==> src/shared/wakeup_timer_pkg.sv <==
package wakeup_timer_pkg;

  // ----------------------------------------------------------------
  // register byte addresses
  // ----------------------------------------------------------------
  localparam logic [7:0] ADDR_LV_CTRL = 8'h00;
  localparam logic [7:0] ADDR_PT_CTRL = 8'h04;
  localparam logic [7:0] ADDR_TRIM = 8'h08;
  localparam logic [7:0] ADDR_RATE_HI = 8'h0C;
  localparam logic [7:0] ADDR_RATE_LO = 8'h10;
  localparam logic [7:0] ADDR_IRQ_STATUS = 8'h14;
  localparam logic [7:0] ADDR_IRQ_MASK = 8'h18;

  // ----------------------------------------------------------------
  // field positions
  // ----------------------------------------------------------------
  localparam int LV_STATUS_BIT = 2;
  localparam int LV_IE_BIT = 1;
  localparam int LV_FLAG_BIT = 0;
  localparam int PT_CLKSEL_BIT = 7;
  localparam int PT_WAVESEL_BIT = 4;
  localparam int PT_PINEN_BIT = 3;
  localparam int PT_FE_BIT = 2;
  localparam int PT_IE_BIT = 1;
  localparam int PT_FLAG_BIT = 0;
  localparam int IRQ_LV_BIT = 0;
  localparam int IRQ_PT_BIT = 1;

  // ----------------------------------------------------------------
  // reset values and counts
  // ----------------------------------------------------------------
  localparam logic [15:0] RATE_RESET = 16'h0000;
  localparam logic [5:0] TRIM_RESET = 6'h00;
  localparam logic [1:0] IRQ_MASK_RESET = 2'h0;
  // slow clock period in bus clocks (stand-in for the slow oscillator)
  localparam int SLOW_DIV_DEFAULT = 16;
  // half of the minimum period, in timer half-period ticks
  localparam int PULSE_TICKS = 1;

endpackage : wakeup_timer_pkg

==> src/hw/slow_tick_gen.sv <==
`timescale 1ns/100ps
module slow_tick_gen
  import wakeup_timer_pkg::*;
#(
  parameter int DIV = SLOW_DIV_DEFAULT
) (
  input wire logic clk,
  input wire logic rst_n,
  input wire logic run,
  input wire logic signed [5:0] trim,
  output logic tick
);
  // ----------------------------------------------------------------
  // trimmed slow clock: higher trim, shorter period
  // ----------------------------------------------------------------
  logic [15:0] cnt_reg;
  logic [15:0] limit;

  always_comb begin
    limit = 16'(DIV) - 16'($signed({{10{trim[5]}}, trim}) >>> 2);
    if (limit < 16'h0004) begin
      limit = 16'h0004;
    end
  end

  always_ff @(posedge clk or negedge rst_n) begin
    if (!rst_n) begin
      cnt_reg <= 16'h0000;
      tick <= 1'b0;
    end else if (!run) begin
      cnt_reg <= 16'h0000;
      tick <= 1'b0;
    end else if (cnt_reg >= limit - 16'h0001) begin
      cnt_reg <= 16'h0000;
      tick <= 1'b1;
    end else begin
      cnt_reg <= cnt_reg + 16'h0001;
      tick <= 1'b0;
    end
  end
endmodule : slow_tick_gen

==> src/hw/period_counter.sv <==
`timescale 1ns/100ps
module period_counter
  import wakeup_timer_pkg::*;
(
  input wire logic clk,
  input wire logic rst_n,
  input wire logic run,
  input wire logic step,
  input wire logic [15:0] rate,
  output logic half_tick,
  output logic expire
);
  // ----------------------------------------------------------------
  // counts 2*(rate+1) steps, reloads on expiry
  // ----------------------------------------------------------------
  logic [16:0] cnt_reg;
  logic [16:0] last;
  assign last = {rate, 1'b1};

  always_ff @(posedge clk or negedge rst_n) begin
    if (!rst_n) begin
      cnt_reg <= 17'h00000;
      expire <= 1'b0;
      half_tick <= 1'b0;
    end else if (!run) begin
      cnt_reg <= 17'h00000;
      expire <= 1'b0;
      half_tick <= 1'b0;
    end else begin
      expire <= 1'b0;
      half_tick <= 1'b0;
      if (step) begin
        half_tick <= 1'b1;
        if (cnt_reg >= last) begin
          cnt_reg <= 17'h00000;
          expire <= 1'b1;
        end else begin
          cnt_reg <= cnt_reg + 17'h00001;
        end
      end
    end
  end
endmodule : period_counter

==> src/hw/periodic_wakeup_timer.sv <==
`timescale 1ns/100ps
module periodic_wakeup_timer
  import wakeup_timer_pkg::*;
#(
  parameter int SLOW_DIV = SLOW_DIV_DEFAULT
) (
  input wire logic clk,
  input wire logic rst_n,
  input wire logic psel,
  input wire logic penable,
  input wire logic pwrite,
  input wire logic [7:0] paddr,
  input wire logic [31:0] pwdata,
  output logic [31:0] prdata,
  output logic pready,
  output logic pslverr,
  input wire logic analog_supply_low,
  input wire logic trim_load_valid,
  input wire logic [5:0] trim_load_value,
  output logic periodic_wave_pin,
  output logic supply_low_irq,
  output logic periodic_irq,
  output logic irq
);
  // ----------------------------------------------------------------
  // bus decode
  // ----------------------------------------------------------------
  logic wr_en;
  logic rd_en;
  logic known_addr;
  assign wr_en = psel && penable && pwrite;
  assign rd_en = psel && penable && !pwrite;
  assign pready = 1'b1;
  assign pslverr = psel && penable && !known_addr;

  always_comb begin
    if (paddr == ADDR_LV_CTRL) begin
      known_addr = 1'b1;
    end else if (paddr == ADDR_PT_CTRL) begin
      known_addr = 1'b1;
    end else if (paddr == ADDR_TRIM) begin
      known_addr = 1'b1;
    end else if (paddr == ADDR_RATE_HI) begin
      known_addr = 1'b1;
    end else if (paddr == ADDR_RATE_LO) begin
      known_addr = 1'b1;
    end else if (paddr == ADDR_IRQ_STATUS) begin
      known_addr = 1'b1;
    end else if (paddr == ADDR_IRQ_MASK) begin
      known_addr = 1'b1;
    end else begin
      known_addr = 1'b0;
    end
  end

  function automatic logic hit(input logic [7:0] a, input logic [7:0] ref_addr);
    hit = (a == ref_addr);
  endfunction : hit

  // ----------------------------------------------------------------
  // supply status synchroniser
  // ----------------------------------------------------------------
  logic supply_meta_reg;
  logic supply_status_reg;
  logic supply_prev_reg;
  logic supply_change;

  always_ff @(posedge clk or negedge rst_n) begin
    if (!rst_n) begin
      supply_meta_reg <= 1'b0;
      supply_status_reg <= 1'b0;
      supply_prev_reg <= 1'b0;
    end else begin
      supply_meta_reg <= analog_supply_low;
      supply_status_reg <= supply_meta_reg;
      supply_prev_reg <= supply_status_reg;
    end
  end
  assign supply_change = supply_status_reg ^ supply_prev_reg;

  // ----------------------------------------------------------------
  // supply low control
  // ----------------------------------------------------------------
  logic supply_low_irq_enable_reg;
  logic supply_low_flag_reg;
  logic clr_lv;
  logic clr_pt;

  assign clr_lv = wr_en && ((hit(paddr, ADDR_LV_CTRL) && pwdata[LV_FLAG_BIT]) ||
                            (hit(paddr, ADDR_IRQ_STATUS) && pwdata[IRQ_LV_BIT]));
  assign clr_pt = wr_en && ((hit(paddr, ADDR_PT_CTRL) && pwdata[PT_FLAG_BIT]) ||
                            (hit(paddr, ADDR_IRQ_STATUS) && pwdata[IRQ_PT_BIT]));

  always_ff @(posedge clk or negedge rst_n) begin
    if (!rst_n) begin
      supply_low_irq_enable_reg <= 1'b0;
    end else if (wr_en && hit(paddr, ADDR_LV_CTRL)) begin
      supply_low_irq_enable_reg <= pwdata[LV_IE_BIT];
    end
  end

  always_ff @(posedge clk or negedge rst_n) begin
    if (!rst_n) begin
      supply_low_flag_reg <= 1'b0;
    end else if (supply_change) begin
      supply_low_flag_reg <= 1'b1;
    end else if (clr_lv) begin
      supply_low_flag_reg <= 1'b0;
    end
  end

  // ----------------------------------------------------------------
  // periodic timer control
  // ----------------------------------------------------------------
  logic periodic_clock_select_reg;
  logic pin_waveform_select_reg;
  logic pin_output_enable_reg;
  logic periodic_feature_enable_reg;
  logic periodic_irq_enable_reg;
  logic periodic_timeout_flag_reg;
  logic [15:0] period_rate_value_reg;
  logic [5:0] slow_osc_trim_value_reg;
  logic [1:0] irq_mask_reg;
  logic pt_wr;

  assign pt_wr = wr_en && hit(paddr, ADDR_PT_CTRL);

  always_ff @(posedge clk or negedge rst_n) begin
    if (!rst_n) begin
      periodic_clock_select_reg <= 1'b0;
      pin_waveform_select_reg <= 1'b0;
      pin_output_enable_reg <= 1'b0;
      periodic_feature_enable_reg <= 1'b0;
      periodic_irq_enable_reg <= 1'b0;
    end else if (pt_wr) begin
      if (!periodic_feature_enable_reg && !pwdata[PT_FE_BIT]) begin
        periodic_clock_select_reg <= pwdata[PT_CLKSEL_BIT];
      end
      pin_waveform_select_reg <= pwdata[PT_WAVESEL_BIT];
      pin_output_enable_reg <= pwdata[PT_PINEN_BIT];
      periodic_feature_enable_reg <= pwdata[PT_FE_BIT];
      periodic_irq_enable_reg <= pwdata[PT_IE_BIT];
    end
  end

  always_ff @(posedge clk or negedge rst_n) begin
    if (!rst_n) begin
      period_rate_value_reg <= RATE_RESET;
    end else if (wr_en && !periodic_feature_enable_reg) begin
      if (hit(paddr, ADDR_RATE_HI)) begin
        period_rate_value_reg[15:8] <= pwdata[7:0];
      end else if (hit(paddr, ADDR_RATE_LO)) begin
        period_rate_value_reg[7:0] <= pwdata[7:0];
      end
    end
  end

  // trim: flash load after reset release wins over software write
  always_ff @(posedge clk or negedge rst_n) begin
    if (!rst_n) begin
      slow_osc_trim_value_reg <= TRIM_RESET;
    end else if (trim_load_valid) begin
      slow_osc_trim_value_reg <= trim_load_value;
    end else if (wr_en && hit(paddr, ADDR_TRIM)) begin
      slow_osc_trim_value_reg <= pwdata[5:0];
    end
  end

  always_ff @(posedge clk or negedge rst_n) begin
    if (!rst_n) begin
      irq_mask_reg <= IRQ_MASK_RESET;
    end else if (wr_en && hit(paddr, ADDR_IRQ_MASK)) begin
      irq_mask_reg <= pwdata[1:0];
    end
  end

  // ----------------------------------------------------------------
  // timebase and counter
  // ----------------------------------------------------------------
  logic slow_tick;
  logic gate_meta_reg;
  logic gate_reg;
  logic step;
  logic half_tick;
  logic expire;

  // gate release on slow ticks: first period runs 2 ticks longer
  always_ff @(posedge clk or negedge rst_n) begin
    if (!rst_n) begin
      gate_meta_reg <= 1'b0;
      gate_reg <= 1'b0;
    end else if (!periodic_feature_enable_reg) begin
      gate_meta_reg <= 1'b0;
      gate_reg <= 1'b0;
    end else if (slow_tick) begin
      gate_meta_reg <= 1'b1;
      gate_reg <= gate_meta_reg;
    end
  end

  slow_tick_gen #(
    .DIV(SLOW_DIV)
  ) u_slow (
    .clk(clk),
    .rst_n(rst_n),
    .run(periodic_feature_enable_reg),
    .trim(slow_osc_trim_value_reg),
    .tick(slow_tick)
  );

  // slow mode steps every second slow tick, i.e. ACLK*2
  logic slow_half_reg;
  always_ff @(posedge clk or negedge rst_n) begin
    if (!rst_n) begin
      slow_half_reg <= 1'b0;
    end else if (!gate_reg) begin
      slow_half_reg <= 1'b0;
    end else if (slow_tick) begin
      slow_half_reg <= !slow_half_reg;
    end
  end

  always_comb begin
    if (periodic_clock_select_reg) begin
      step = periodic_feature_enable_reg;
    end else begin
      step = gate_reg && slow_tick && slow_half_reg;
    end
  end

  period_counter u_count (
    .clk(clk),
    .rst_n(rst_n),
    .run(periodic_feature_enable_reg),
    .step(step),
    .rate(period_rate_value_reg),
    .half_tick(half_tick),
    .expire(expire)
  );

  always_ff @(posedge clk or negedge rst_n) begin
    if (!rst_n) begin
      periodic_timeout_flag_reg <= 1'b0;
    end else if (expire) begin
      periodic_timeout_flag_reg <= 1'b1;
    end else if (clr_pt) begin
      periodic_timeout_flag_reg <= 1'b0;
    end
  end

  // ----------------------------------------------------------------
  // external waveform
  // ----------------------------------------------------------------
  logic pulse_reg;
  logic square_reg;
  logic [1:0] pulse_cnt_reg;

  // pulse lasts one timer step, half the minimum period
  always_ff @(posedge clk or negedge rst_n) begin
    if (!rst_n) begin
      pulse_reg <= 1'b0;
      pulse_cnt_reg <= 2'h0;
    end else if (expire) begin
      pulse_reg <= 1'b1;
      pulse_cnt_reg <= 2'(PULSE_TICKS);
    end else if (half_tick && pulse_cnt_reg != 2'h0) begin
      pulse_cnt_reg <= pulse_cnt_reg - 2'h1;
      if (pulse_cnt_reg == 2'h1) begin
        pulse_reg <= 1'b0;
      end
    end else if (!periodic_feature_enable_reg) begin
      pulse_reg <= 1'b0;
      pulse_cnt_reg <= 2'h0;
    end
  end

  always_ff @(posedge clk or negedge rst_n) begin
    if (!rst_n) begin
      square_reg <= 1'b0;
    end else if (!periodic_feature_enable_reg) begin
      square_reg <= 1'b0;
    end else if (expire) begin
      square_reg <= !square_reg;
    end
  end

  always_ff @(posedge clk or negedge rst_n) begin
    if (!rst_n) begin
      periodic_wave_pin <= 1'b0;
    end else if (pin_output_enable_reg && periodic_feature_enable_reg) begin
      periodic_wave_pin <= pin_waveform_select_reg ? square_reg : pulse_reg;
    end else begin
      periodic_wave_pin <= 1'b0;
    end
  end

  // ----------------------------------------------------------------
  // interrupts
  // ----------------------------------------------------------------
  assign supply_low_irq = supply_low_flag_reg && supply_low_irq_enable_reg;
  assign periodic_irq = periodic_timeout_flag_reg && periodic_irq_enable_reg;
  assign irq = |({periodic_timeout_flag_reg, supply_low_flag_reg} & irq_mask_reg);

  // ----------------------------------------------------------------
  // read data
  // ----------------------------------------------------------------
  always_ff @(posedge clk or negedge rst_n) begin
    if (!rst_n) begin
      prdata <= 32'h00000000;
    end else if (psel && !penable && !pwrite) begin
      if (hit(paddr, ADDR_LV_CTRL)) begin
        prdata <= {29'h0, supply_status_reg, supply_low_irq_enable_reg,
                   supply_low_flag_reg};
      end else if (hit(paddr, ADDR_PT_CTRL)) begin
        prdata <= {24'h0, periodic_clock_select_reg, 2'h0, pin_waveform_select_reg,
                   pin_output_enable_reg, periodic_feature_enable_reg,
                   periodic_irq_enable_reg, periodic_timeout_flag_reg};
      end else if (hit(paddr, ADDR_TRIM)) begin
        prdata <= {26'h0, slow_osc_trim_value_reg};
      end else if (hit(paddr, ADDR_RATE_HI)) begin
        prdata <= {24'h0, period_rate_value_reg[15:8]};
      end else if (hit(paddr, ADDR_RATE_LO)) begin
        prdata <= {24'h0, period_rate_value_reg[7:0]};
      end else if (hit(paddr, ADDR_IRQ_STATUS)) begin
        prdata <= {30'h0, periodic_timeout_flag_reg, supply_low_flag_reg};
      end else if (hit(paddr, ADDR_IRQ_MASK)) begin
        prdata <= {30'h0, irq_mask_reg};
      end else begin
        prdata <= 32'h00000000;
      end
    end
  end

  logic unused_rd;
  assign unused_rd = rd_en;
endmodule : periodic_wakeup_timer

==> config.mk <==
export PLATFORM = sky130hd
export DESIGN_NAME = periodic_wakeup_timer
export DESIGN_NICKNAME = d
export VERILOG_FILES = /design/src/shared/wakeup_timer_pkg.sv /design/src/hw/slow_tick_gen.sv /design/src/hw/period_counter.sv /design/src/hw/periodic_wakeup_timer.sv
export SDC_FILE = /design/constraint.sdc
export NUM_CORES = 1
export LEC_CHECK = 0
export ABC_AREA = 1
export BUFFER_PORTS_ARGS = -buffer_cell sky130_fd_sc_hd__buf_2
export CORE_UTILIZATION = 35
export CTS_CLUSTER_SIZE = 40
export DETAILED_ROUTE_END_ITERATION = 10
export GPL_TIMING_DRIVEN = 0
export PLACE_DENSITY = 0.55
export SYNTH_ARGS = -nofsm -noshare
export SYNTH_HDL_FRONTEND = slang
export SYNTH_HIERARCHICAL = 1
export SYNTH_SLANG_ARGS = --single-unit
==> constraint.sdc <==
create_clock -name clk -period 3.13 [get_ports clk]
set_input_delay 0.313 -clock clk [delete_from_list [all_inputs] [get_ports clk]]
set_output_delay 0.313 -clock clk [all_outputs]
set_load 0.01 [all_outputs]
==> key figures <==
Power and ir drop
  – Logic gate share of total power: 0.096
  – Pleak: approximately 0.0034 uW
  – Sw power: 649 uW
  – PwrDens: 371 nW/um2
  – Sw Ratio: 0.258
  – Int Pwr: between 1500 and 2000 uW
  – Total power: 2510 uW
  – Worst IR drop on VDD: about 0.27 mV
  – Sequential Power Share: 0.460
  – Clock group share of total power: 0.444

STA
  – Final Skew: 0.00764 ns
  – Minimum clock period: 2.47 ns
  – RSZ-0062 raised after global routing: false
  – Endpoints failing hold: 0
  – Slew Limit Fails: 0
  – Worst-margin pin slew: 0.613 ns
  – Setup TNS: 0 ns
  – # setup viols final: 0
  – Fmax: 405 MHz
  – Max_slew headroom: 0.590
  – Post-route clock period utilization: 0.790

Critical path
  – Critical Path RT: between 3 and 4 ns
  – CP Class: reg -> reg
  – Worst R2R Path Depth: 18
  – Critical path peak fanout: 10
  – Critical Path AT: roughly 2.8 ns
  – Worst Setup Start Kind: flop
  – Crit. End Element: flop

Layout
  – Layout area overhead: 16.2%
  – Commonest non-fill, non-tap cell in the layout: nand2_1
  – Fill count: about 1700
  – Max FFs per register: 17
  – Diodes inserted: 0
  – Multi-input logic area: 3130 um2
  – Most frequent cells in the layout: 212 x nand2_1, 91 x inv_1, 87 x dfrtp_1, 73 x nor2_1
  – Non-Filler Instances: between 1000 and 1500
  – NumNets Final: roughly 940
  – FF/Latch Area: about 2200 um2
  – Post-route cell area: approximately 6800 um2
  – Layout cell share with drive strength beyond 1: 0.195

Flow run
  – Max_cap viols: 0

Floorplan
  – Initial Util: 0.363
  – Core area: 16100 um2
  – Die area: between 15000 and 20000 um2
  – I/O pin count: 91
  – Rows: 46
  – Die Width: 131 um
  – Die Y: ~130 um

Clock network
  – Clk sink count: 87
  – Root Driver: clkbuf_16
  – CTS tree: built
  – Postcts setup bufs: 0
  – Worst-case clock buffer depth: 2
  – Clock slew at reported path FFs: approximately 0.070 ns
  – Htree depth: 3
  – Worst-Skew Late Latency: about 0.36 ns
  – Num CTS Buffers: 9

Synth
  – Yosys reg bits: slightly below 90
  – Count of different cell masters after synthesis: 47
  – Post-Synthesis Cells: roughly 760
  – Top post-synthesis cells by area: dfrtp_1 37%, nand2_1 14%, ha_1 8.2%
  – Area fraction of the dominant cell type after synthesis: 0.374
  – Biggest area consumer among synthesized cells: dfrtp_1
  – Synthesized cell area: 5830 um2
  – Mean Syn Cell Area: between 7 and 8 um2
  – Sequential-to-total area share from yosys stat: 0.374
  – Ys Warns: 6

Drt
  – Metal3 WL: ~550 um
  – Initial drt markers: 194
  – Routed vias/inst: ~4.5
  – Met1 WL: 6730 um
  – DR top layer: met4
  – Final WL: 13300 um
  – Initial DRT Pass Iterations: 4
  – Met2 wire len: a little under 6000 um
  – DR DRC count: 0
  – Routed Antenna Nets: 0
  – Per-cell routed wire length: 12.4 um
  – Via count: 4804

Placed design
  – Post-DP HPWL: about 10000 um
  – Placed Area: roughly 6500 um2
  – Placed Cells: approximately 1000
  – Routability cong.: between 0.8 and 0.9
  – PortBufs: between 40 and 50

Run status
  – Status: complete, no violations

Global routing
  – GRT Total Usage: 0.173
  – Number of global-route vias before repair: approximately 4600
  – First-pass GRT wire length: 22700 um
  – Largest net degree at the start of global routing: 59
  – Initial antenna violation count: 0
  – Gr ovfl total: 0

Worst hold path
  – Worst Hold Class: in -> reg
  – Hold Path Depth: 1
critical path, stage by stage, from the launching register on:
cell,delay [ns]
dfrtp_1,0.37
inv_1,0.05
ha_1,0.27
inv_1,0.04
ha_1,0.19
xnor2_1,0.16
xor2_1,0.19
inv_1,0.07
ha_1,0.28
nand2_1,0.07
inv_1,0.04
nand2_1,0.05
nand2_1,0.04
nand2_1,0.05
nand2_1,0.07
nand2_2,0.09
nand3_4,0.11
buf_6,0.19
nor2_2,0.08
layer usage:
metal  track usage  vias to the layer above
li1              -                     2528
met1         0.240                     2200
met2         0.269                       63
met3        0.0387                       13
met4        0.0521                        0
met5             0                        -
area by class of cell:
| cell class | instances | area share |
|---|---|---|
| Timing Repair Buffer | 43 | 0.0362 |
| Sequential cell | 87 | 0.322 |
| Multi-Input combinational cell | 569 | 0.462 |
| Buffer | 35 | 0.0396 |
| Inverter | 100 | 0.0555 |
| Clock inverter | 7 | 0.0116 |
| Tap cell | 216 | 0.0399 |
| Clock buffer | 9 | 0.0333 |
kinds of logic after synthesis:
group | share of synthesized area
AO/OA/AOI/OAI | 0.102
XOR/XNOR | 0.0226
adder cells (fa/ha/maj) | 0.0816
buffers and inverters | 0.110
flip-flops | 0.374
other | 0.00193
AND/OR/NAND/NOR | 0.307
cells in the mapped netlist (all sizes together):
cell,number
a22o,1
nor3b,1
ha,38
conb,3
nand4,8
xnor2,5
o22ai,1
o211ai,5
clkinv,1
nor3,7
nand2,224
a21o,2
nand3,48
o21bai,2
or2,1
xor2,10
o21ai,45
a31oi,2
inv,99
a21boi,2
o21a,2
buf,32
o221ai,1
nor2,96
a21oi,29
and2,2
nor4,1
clkbuf,3
dfrtp,87
metrics by stage:
stage | util | worst slack, ns | hold slack (ns)
global route | 0.422 | 0.286 | 0.0499
finish | 0.422 | 0.658 | 0.0602
global placement | 0.400 | 0.656 | 0.332
CTS | 0.422 | 0.596 | 0.0456
detailed placement | 0.402 | 0.615 | 0.289
floorplan | - | 0.903 | 0.0174
repair_timing:
| action | CTS | global route |
|---|---|---|
| endpoints found under the hold margin | 29 | 0 |
| hold buffers | 1 | 0 |
| gates resized for setup | 0 | 0 |
path summary, 6_finish.rpt:
check	from	end	slack (ns)
worst max-delay path	slow_osc_trim_value_reg[2]$_DFFE_PN0P_	u_slow/cnt_reg[11]$_DFF_PN0_	0.66
worst min register to register	supply_meta_reg$_DFF_PN0_	supply_status_reg$_DFF_PN0_	0.35
worst min-delay path	analog_supply_low	supply_meta_reg$_DFF_PN0_	0.06
worst max register to register	slow_osc_trim_value_reg[2]$_DFFE_PN0P_	u_slow/cnt_reg[11]$_DFF_PN0_	0.66
max in group asynchronous	rst_n	u_slow/cnt_reg[13]$_DFF_PN0_	2.06
min in group asynchronous	rst_n	u_count/cnt_reg[14]$_DFFE_PN0P_	0.44
power groups by stage:
stage          combinational [uW]  sequential, uW  clock (uW)
2_1_floorplan                 158            1170           0
3_3_place_gp                  238            1180           0
3_5_place_dp                  245            1180           0
4_1_cts                       246            1160        1150
5_1_grt                       285            1160        1190
6_report                      241            1160        1120
Power figures use the tool's default switching activity.
